--- src/lmfc_align_pkg.sv ---
package lmfc_align_pkg;
   localparam int          LANES           = 4;
   localparam int          LANE_W          = 32;
   localparam int          FIFO_DEPTH      = 32;
   localparam logic [11:0] ADDR_LATENCY    = 12'h302;
   localparam logic [11:0] ADDR_FIXED      = 12'h304;
   localparam logic [11:0] ADDR_VAR        = 12'h306;
   localparam logic [7:0]  RESET_FIXED     = 8'h00;
   localparam logic [7:0]  RESET_VAR       = 8'h0C;
   localparam logic [7:0]  MAX_VAR         = 8'h0C;
   localparam logic [4:0]  CYCLES_MF_F2    = 5'h10;
   localparam logic [4:0]  CYCLES_MF_F1    = 5'h08;
   localparam int          PCLK_BYTES      = 4;
   localparam real         CLK_PERIOD_NS   = 10.0;

   typedef struct packed {
      logic [LANES*LANE_W-1:0] data;
   } lane_word_s;

   typedef struct packed {
      logic        wr;
      logic        rd;
      logic [11:0] addr;
      logic [7:0]  wdata;
   } reg_req_s;

   typedef enum logic [1:0] {
      ALIGN_IDLE,
      ALIGN_WAIT_EDGE,
      ALIGN_RUN
   } align_state_e;
endpackage : lmfc_align_pkg

--- src/lane_fifo.sv ---
module lane_fifo #(
   parameter int WIDTH = 128,
   parameter int DEPTH = 32
) (
   input  wire logic             mclk_in,
   input  wire logic             rst_n_in,
   input  wire logic             flush_in,
   input  wire logic [WIDTH-1:0] in_data_in,
   input  wire logic             in_valid_in,
   output logic                  in_ready_out,
   output logic [WIDTH-1:0]      out_data_out,
   output logic                  out_valid_out,
   input  wire logic             out_ready_in
);
   localparam int AW = $clog2(DEPTH);
   logic [WIDTH-1:0] mem [DEPTH];
   logic [AW:0]      wr_ptr;
   logic [AW:0]      rd_ptr;
   logic [AW:0]      next_wr_ptr;
   logic [AW:0]      next_rd_ptr;
   logic             push;
   logic             pop;
   logic             full;
   logic             empty;

   always_comb begin
      full        = (wr_ptr[AW] != rd_ptr[AW]) && (wr_ptr[AW-1:0] == rd_ptr[AW-1:0]);
      empty       = (wr_ptr == rd_ptr);
      push        = in_valid_in && !full;
      pop         = out_ready_in && !empty;
      next_wr_ptr = flush_in ? '0 : wr_ptr + (AW+1)'(push);
      next_rd_ptr = flush_in ? '0 : rd_ptr + (AW+1)'(pop);
   end

   always_ff @(posedge mclk_in or negedge rst_n_in) begin
      if (!rst_n_in) begin
         wr_ptr <= '0;
         rd_ptr <= '0;
      end else begin
         wr_ptr <= next_wr_ptr;
         rd_ptr <= next_rd_ptr;
      end
   end

   always_ff @(posedge mclk_in) begin
      if (push) begin
         mem[wr_ptr[AW-1:0]] <= in_data_in;
      end
   end

   assign in_ready_out  = !full;
   assign out_valid_out = !empty;
   assign out_data_out  = mem[rd_ptr[AW-1:0]];
endmodule : lane_fifo

--- src/lmfc_delay_receive_buffer_align.sv ---
// Operation
// - all lanes read within one multiframe period
// - local multiframe clock delayed by fixed offset
// - release data variation cycles after local boundary
// - buffer hold supports 0 through 12 cycles
// - both delays counted in processing cycles
// - processing clock is byte rate over four
// - read-only latency from sysref-aligned multiframe clock (not the delayed local one) to data
// - latency readback wraps modulo multiframe length
// - multiframe is 16 cycles f=2, 8 f=1
// - align multiframe clock to chosen sysref edge
module lmfc_delay_receive_buffer_align #(
   parameter int LANES      = lmfc_align_pkg::LANES,
   parameter int LANE_W     = lmfc_align_pkg::LANE_W,
   parameter int FIFO_DEPTH = lmfc_align_pkg::FIFO_DEPTH
) (
   input  wire logic                    mclk_in,
   input  wire logic                    rst_n_in,
   input  wire lmfc_align_pkg::reg_req_s reg_req_in,
   output logic [7:0]                   reg_rdata_out,
   input  wire logic                    two_octets_per_frame_in,
   input  wire logic                    single_shot_align_arm_in,
   input  wire logic [7:0]              sysref_skip_count_in,
   input  wire logic                    sysref_in,
   input  wire logic [LANES*LANE_W-1:0] lane_data_in,
   input  wire logic                    lane_valid_in,
   input  wire logic                    first_data_in,
   output logic                         lane_ready_out,
   output logic [LANES*LANE_W-1:0]      sample_data_out,
   output logic                         sample_valid_out,
   output logic                         aligned_out
);
   localparam int W = LANES*LANE_W;

   logic [7:0]  multiframe_fixed_offset;
   logic [7:0]  multiframe_variation_allowance;
   logic [7:0]  measured_link_latency;
   logic [4:0]  proc_cycles_per_multiframe;
   logic [4:0]  sysref_phase;
   logic [4:0]  local_phase;
   logic [3:0]  hold_cnt;
   logic        sysref_d;
   logic        releasing;
   logic        latency_caught;
   logic [7:0]  skip_left;
   lmfc_align_pkg::align_state_e state;

   logic [7:0]  next_fixed;
   logic [7:0]  next_var;
   logic [7:0]  next_latency;
   logic [4:0]  next_sysref_phase;
   logic [4:0]  next_local_phase;
   logic [3:0]  next_hold_cnt;
   logic        next_releasing;
   logic        next_latency_caught;
   logic [7:0]  next_skip_left;
   logic [7:0]  next_rdata;
   logic        next_sample_valid;
   logic [W-1:0] next_sample_data;
   lmfc_align_pkg::align_state_e next_state;

   logic [W-1:0] fifo_data;
   logic        fifo_valid;
   logic        fifo_pop;
   logic        fifo_flush;
   logic        sysref_rise;
   logic        local_boundary;
   logic [7:0]  hold_eff;
   logic [5:0]  sum_phase;

   assign proc_cycles_per_multiframe = two_octets_per_frame_in
      ? lmfc_align_pkg::CYCLES_MF_F2 : lmfc_align_pkg::CYCLES_MF_F1;
   assign sysref_rise    = sysref_in && !sysref_d;
   assign local_boundary = (state == lmfc_align_pkg::ALIGN_RUN) && (local_phase == 5'h00);
   assign fifo_flush     = (state != lmfc_align_pkg::ALIGN_RUN);
   assign hold_eff = (multiframe_variation_allowance > lmfc_align_pkg::MAX_VAR)
                   ? lmfc_align_pkg::MAX_VAR : multiframe_variation_allowance;
   assign fifo_pop  = releasing && fifo_valid;

   lane_fifo #(
      .WIDTH (W),
      .DEPTH (FIFO_DEPTH)
   ) u_fifo (
      .mclk_in       (mclk_in),
      .rst_n_in      (rst_n_in),
      .flush_in      (fifo_flush),
      .in_data_in    (lane_data_in),
      .in_valid_in   (lane_valid_in),
      .in_ready_out  (lane_ready_out),
      .out_data_out  (fifo_data),
      .out_valid_out (fifo_valid),
      .out_ready_in  (fifo_pop)
   );

   always_comb begin
      next_fixed          = multiframe_fixed_offset;
      next_var            = multiframe_variation_allowance;
      next_state          = state;
      next_skip_left      = skip_left;
      next_sysref_phase   = sysref_phase;
      next_local_phase    = local_phase;
      next_hold_cnt       = hold_cnt;
      next_releasing      = releasing;
      next_latency        = measured_link_latency;
      next_latency_caught = latency_caught;
      sum_phase           = 6'h00;
      if (reg_req_in.wr) begin
         if (reg_req_in.addr == lmfc_align_pkg::ADDR_FIXED) begin
            next_fixed = reg_req_in.wdata;
         end
         if (reg_req_in.addr == lmfc_align_pkg::ADDR_VAR) begin
            next_var = reg_req_in.wdata;
         end
      end
      case (state)
         lmfc_align_pkg::ALIGN_IDLE: begin
            if (single_shot_align_arm_in) begin
               next_state     = lmfc_align_pkg::ALIGN_WAIT_EDGE;
               next_skip_left = sysref_skip_count_in;
            end
         end
         lmfc_align_pkg::ALIGN_WAIT_EDGE: begin
            if (sysref_rise) begin
               if (skip_left == 8'h00) begin
                  next_state          = lmfc_align_pkg::ALIGN_RUN;
                  next_sysref_phase   = 5'h01;
                  next_hold_cnt       = 4'h0;
                  sum_phase           = 6'h21 - {1'b0, proc_cycles_per_multiframe}
                                        - {1'b0, multiframe_fixed_offset[4:0]};
                  next_local_phase    = 5'(sum_phase % {1'b0, proc_cycles_per_multiframe});
                  next_releasing      = 1'b0;
                  next_latency_caught = 1'b0;
               end else begin
                  next_skip_left = skip_left - 8'h01;
               end
            end
         end
         lmfc_align_pkg::ALIGN_RUN: begin
            if (single_shot_align_arm_in) begin
               next_state     = lmfc_align_pkg::ALIGN_WAIT_EDGE;
               next_skip_left = sysref_skip_count_in;
               next_releasing = 1'b0;
            end
            next_sysref_phase = (sysref_phase + 5'h01 >= proc_cycles_per_multiframe)
                              ? 5'h00 : sysref_phase + 5'h01;
            next_local_phase  = (local_phase + 5'h01 >= proc_cycles_per_multiframe)
                              ? 5'h00 : local_phase + 5'h01;
            if (local_boundary && !releasing && hold_cnt == 4'h0) begin
               next_hold_cnt = hold_eff[3:0];
               if (hold_eff == 8'h00) begin
                  next_releasing = 1'b1;
               end
            end else if (hold_cnt != 4'h0 && !releasing) begin
               next_hold_cnt = hold_cnt - 4'h1;
               if (hold_cnt == 4'h1) begin
                  next_releasing = 1'b1;
               end
            end
            if (first_data_in && !latency_caught) begin
               next_latency        = {3'h0, sysref_phase};
               next_latency_caught = 1'b1;
            end
         end
         default: begin
            next_state = lmfc_align_pkg::ALIGN_IDLE;
         end
      endcase
      next_sample_valid = fifo_pop;
      next_sample_data  = fifo_pop ? fifo_data : sample_data_out;
      case (reg_req_in.addr)
         lmfc_align_pkg::ADDR_LATENCY: next_rdata = measured_link_latency;
         lmfc_align_pkg::ADDR_FIXED:   next_rdata = multiframe_fixed_offset;
         lmfc_align_pkg::ADDR_VAR:     next_rdata = multiframe_variation_allowance;
         default:                      next_rdata = 8'h00;
      endcase
      if (!reg_req_in.rd) begin
         next_rdata = reg_rdata_out;
      end
   end

   always_ff @(posedge mclk_in or negedge rst_n_in) begin
      if (!rst_n_in) begin
         multiframe_fixed_offset        <= lmfc_align_pkg::RESET_FIXED;
         multiframe_variation_allowance <= lmfc_align_pkg::RESET_VAR;
         measured_link_latency          <= 8'h00;
         state                          <= lmfc_align_pkg::ALIGN_IDLE;
         skip_left                      <= 8'h00;
         sysref_phase                   <= 5'h00;
         local_phase                    <= 5'h00;
         hold_cnt                       <= 4'h0;
         releasing                      <= 1'b0;
         latency_caught                 <= 1'b0;
         sysref_d                       <= 1'b0;
         reg_rdata_out                  <= 8'h00;
         sample_valid_out               <= 1'b0;
         sample_data_out                <= '0;
         aligned_out                    <= 1'b0;
      end else begin
         multiframe_fixed_offset        <= next_fixed;
         multiframe_variation_allowance <= next_var;
         measured_link_latency          <= next_latency;
         state                          <= next_state;
         skip_left                      <= next_skip_left;
         sysref_phase                   <= next_sysref_phase;
         local_phase                    <= next_local_phase;
         hold_cnt                       <= next_hold_cnt;
         releasing                      <= next_releasing;
         latency_caught                 <= next_latency_caught;
         sysref_d                       <= sysref_in;
         reg_rdata_out                  <= next_rdata;
         sample_valid_out               <= next_sample_valid;
         sample_data_out                <= next_sample_data;
         aligned_out                    <= (next_state == lmfc_align_pkg::ALIGN_RUN);
      end
   end
endmodule : lmfc_delay_receive_buffer_align

--- config.mk ---
export PLATFORM = sky130hd
export DESIGN_NAME = lmfc_delay_receive_buffer_align
export DESIGN_NICKNAME = d
export VERILOG_FILES = /design/src/lmfc_align_pkg.sv /design/src/lane_fifo.sv /design/src/lmfc_delay_receive_buffer_align.sv
export SDC_FILE = /design/constraint.sdc
export NUM_CORES = 2
export LEC_CHECK = 0
export BUFFER_PORTS_ARGS = -buffer_cell sky130_fd_sc_hd__buf_2
export CORE_AREA = 2 2 615 617
export CTS_CLUSTER_DIAMETER = 150
export DETAILED_ROUTE_END_ITERATION = 12
export DIE_AREA = 0 0 617 619
export SLEW_MARGIN = 0
export SYNTH_ARGS = -nofsm -noshare
export SYNTH_HDL_FRONTEND = slang
export SYNTH_SLANG_ARGS = --single-unit
--- constraint.sdc ---
create_clock -name mclk_in -period 14.9 [get_ports mclk_in]
set_input_delay 2.98 -clock mclk_in [delete_from_list [all_inputs] [get_ports mclk_in]]
set_output_delay 2.98 -clock mclk_in [all_outputs]
set_load 0.1 [all_outputs]
==> results.toml <==
[synthesis]
synth_cell_types = 65
synth_nets = 8021
avgSynthCellArea_sq_um = 21.00
synthArstFlopShare = 0.04611
synthTopCellsByArea = "edfxtp_1 (75%), mux4_2 (11%), mux2i_1 (3.8%)"
yosys_warnings = 0
synth.cell_area_sq_um = 164300
synthCells = 7823
yosys.area.top_type = "edfxtp_1"
synth_edf_count = 4096
synth-seq-cells = 4294
synth_top_area_frac = 0.7487
synth_ff_type = "edfxtp_1"
seq_area_frac_synth = 0.7789

[die]
core.rowCount = 225
die_w_um = 617
core_sq_um = 374700
start_util = 0.4384
io_pins = 304
die_h_um = 619
dieArea_sq_um = 381900

[critical_path]
start_kind = "input port"
cp_top_family = "compound AO/OA/AOI/OAI gates"
worstPathCellList = "buf_2 -> ha_1 -> ha_1 -> nor2b_1 -> o21ai_0 -> a21boi_0 -> or2_2 -> ha_1 -> o21ai_0 -> o21ai_0 -> o221a_2 -> inv_1 -> ha_1 -> o21a_1 -> nor2_1 -> or3_1 -> mux2i_1 -> ha_1 -> o21ai_0 -> nand2b_1 -> nor4_1 -> mux2_1 -> a311oi_1"
endpoint_kind = "flop"
critPathMaxFanout = 9
arrival_ns = 9.12
cp_num_buf_inv = 2
slowest_stage = "o21ai_0"
required_ns = 15.77
path_common_cell = "ha_1"
cp_slowest_stage_delay_ns = 0.47
crit_type = "in -> reg"

[detailed_routing]
finalWirelength_um = 434700
antenna_left = 0
wl_met2_um = 212700
met1Wirelength_um = 181300
top_layer = "met5"
dr.first_iter.drc_count = 9005
drc_errors = 0
met3_length_um = 29650
num_vias = 82660
wl_per_cell_um = 31.92
drtPass1Iterations = 6
via_per_inst = 6.070

[sta]
hold_viol_final = 0
setup_violations = 0
slew_violations = 0
min_period_ns = 8.258
skew_ns = 0.03355
setup_tns_ns = 0
fmax_ghz = 0.1211
tightest_slew_ns = 1.309
finalCritPeriodShare = 0.5542
rsz0062_at_grt = "false"
slew-limit-headroom = 0.1181

[final_layout]
syn_to_final_growth_pct = 12.54
final_cell_area_sq_um = 184900
fill_cells = 29910
final_nets = 8459
drive_above_1_share = 0.2186
stdcell_count = 13620
seq_area_sq_um = 128000
multi_input_area_sq_um = 34340

[power]
leakage_nw = 56.02
comb_power_share = 0.023
intPower_mw = 19.06
sequentialPowerShare = 0.554
ir_drop_v = 0.0001073
powerDensity_nw_per_um2 = 130.1
switching_power_mw = 4.995
p_sw_frac = 0.2076
power_frac_clock = 0.424

[place]
place_area_sq_um = 171700
dp.cells = 12820
io_buffers = 303
dpl.hpwl_um = 221600
gp_congestion = 0.8081

[grt]
grt_usage = 0.2248
grt_overflow = 0
grt_pass1_vias = 83290
grt_pass1_wl_um = 619000
grt_max_degree = 127
antenna_found_initial = 60

[clock_tree]
cts_root_buffer = "clkbuf_16"
cts_tree = "done"
clkSlewWorstSetupHoldPaths_ns = 0.06
cts_resized = 0
htree_levels = 5
cts_setup_buffers = 0
clock_path_buffers = 4
numCtsBuffers = 430
cts_hold_buf = 0
cts.sinks = 4294
clock_latency_ns = 0.98

[status]
outcome = "completed"

[hold_path]
worstHoldPathType = "reg -> reg"

[flow_run]
drv_cap = 0
[worst register-to-register path, delay by kind of cell, from the launching register on]
| family | cells | cell delay, ns |
|---|---|---|
| buffers and inverters | 5 | 4.02 |
| muxes | 2 | 1.13 |
| DFF | 1 | 0.95 |
| AOI/OAI and AO/OA | 2 | 0.24 |
[cells in the mapped netlist (all sizes together), types with 2 or more instances]
| cell type | instances |
|---|---|
| a211o | 2 |
| a211oi | 103 |
| a21o | 2 |
| a21oi | 226 |
| a22o | 3 |
| a311oi | 3 |
| a31oi | 3 |
| and2 | 8 |
| buf | 207 |
| clkbuf | 248 |
| dfrtp | 196 |
| dfstp | 2 |
| edfxtp | 4096 |
| ha | 33 |
| inv | 33 |
| mux2 | 19 |
| mux2i | 621 |
| mux4 | 789 |
| nand2 | 260 |
| nand2b | 7 |
| nand3 | 22 |
| nand3b | 6 |
| nand4 | 5 |
| nor2 | 74 |
| nor2b | 4 |
| nor3 | 8 |
| nor3b | 7 |
| nor4 | 5 |
| o211ai | 2 |
| o21a | 2 |
| o21ai | 272 |
| o221ai | 292 |
| o22ai | 210 |
| o311ai | 3 |
| or2 | 2 |
| or3 | 5 |
| or3b | 2 |
| or4 | 5 |
| xnor2 | 12 |
| xor2 | 12 |
[placed cells by master, fill, tap and decap left out, drive strengths merged, types with 4 or more instances in the layout]
cell / instances
bufinv: 16
o221ai: 292
xor2: 12
inv: 49
nor3: 8
nand3: 22
diode: 14
nand2b: 7
and2: 8
nand3b: 6
or3: 5
edfxtp: 4096
clkbuf: 573
nor2: 74
buf: 461
dfrtp: 196
xnor2: 12
mux2i: 621
nand2: 260
o21ai: 272
nand4: 5
or4: 5
mux2: 19
nor3b: 7
nor2b: 4
a21oi: 226
mux4: 789
a211oi: 103
clkinvlp: 12
o22ai: 210
ha: 33
clkinv: 164
nor4: 5
[flip-flops by register name (all words and copies together), names as in the netlist, 6 cells and up]
name / cells
u_fifo.mem: 4096
sample_data_out: 128
multiframe_fixed_offset: 8
multiframe_variation_allowance: 8
reg_rdata_out: 8
skip_left: 8
u_fifo.rd_ptr: 6
u_fifo.wr_ptr: 6
[metrics by stage]
step	utilization	total power [mW]	hold slack, ns	setup slack (ns)
3_3_place_gp	0.4583	14.10	0.4589	6.119
5_1_grt	0.4933	24.74	0.4995	6.492
6_report	0.4934	24.06	0.4689	6.642
4_1_cts	0.4933	24.24	0.4780	7.109
2_1_floorplan	-	13.82	0.4508	5.066
3_5_place_dp	0.4583	14.12	0.4647	6.098
[cell type report]
| type | count | area share |
|---|---|---|
| clock inverter | 208 | 0.009008 |
| antenna | 14 | 0.0001895 |
| sequential | 4294 | 0.6922 |
| inverter | 33 | 0.0007106 |
| tap | 4994 | 0.03380 |
| multi-input combinational | 3041 | 0.1857 |
| clock buffer | 573 | 0.06198 |
| timing repair buffer | 461 | 0.01636 |
[cells by family (layout without fill, tap and decap cells)]
group / after synthesis / count (layout) / synth area share
buf+inv: 488 / 1275 / 0.01384
mux: 1429 / 1429 / 0.1473
flops: 4294 / 4294 / 0.7789
other cells: 0 / 14 / 0
simple gates: 423 / 423 / 0.01118
fa+ha+maj: 33 / 33 / 0.002513
xor+xnor: 24 / 24 / 0.001325
compound gates: 1132 / 1132 / 0.04497
[worst paths after layout]
| kind | slack [ns] | endpoint | depth (start not counted) | from |
|---|---|---|---|---|
| max in group asynchronous | 10.77 | sample_data_out[105] | 3 | rst_n_in |
| min in group asynchronous | 2.05 | sample_data_out[38] | 1 | rst_n_in |
| max reg2reg | 8.38 | sample_data_out[17] | 9 | u_fifo.rd_ptr[0] |
| min reg2reg | 0.47 | sample_data_out[79] | 2 | sample_data_out[79] |
| max | 6.64 | local_phase[4] | 23 | two_octets_per_frame_in |
| min | 0.47 | sample_data_out[79] | 2 | sample_data_out[79] |
[power by group through the flow]
| stage | registers (mW) | clock network [mW] | logic, mW |
|---|---|---|---|
| finish | 13.3 | 10.2 | 0.546 |
| CTS | 13.3 | 10.4 | 0.550 |
| detailed placement | 13.6 | 0 | 0.550 |
| floorplan | 13.7 | 0 | 0.156 |
| global route | 13.3 | 10.8 | 0.593 |
| global placement | 13.6 | 0 | 0.531 |
[routing by layer]
| layer | up-vias | GRT usage |
|---|---|---|
| met3 | 675 | 0.03399 |
| met2 | 3302 | 0.3715 |
| met4 | 32 | 0.05848 |
| met5 | - | 0 |
| met1 | 44790 | 0.3138 |
| li1 | 33860 | - |
No activity file was read; power rests on OpenSTA's default activity.
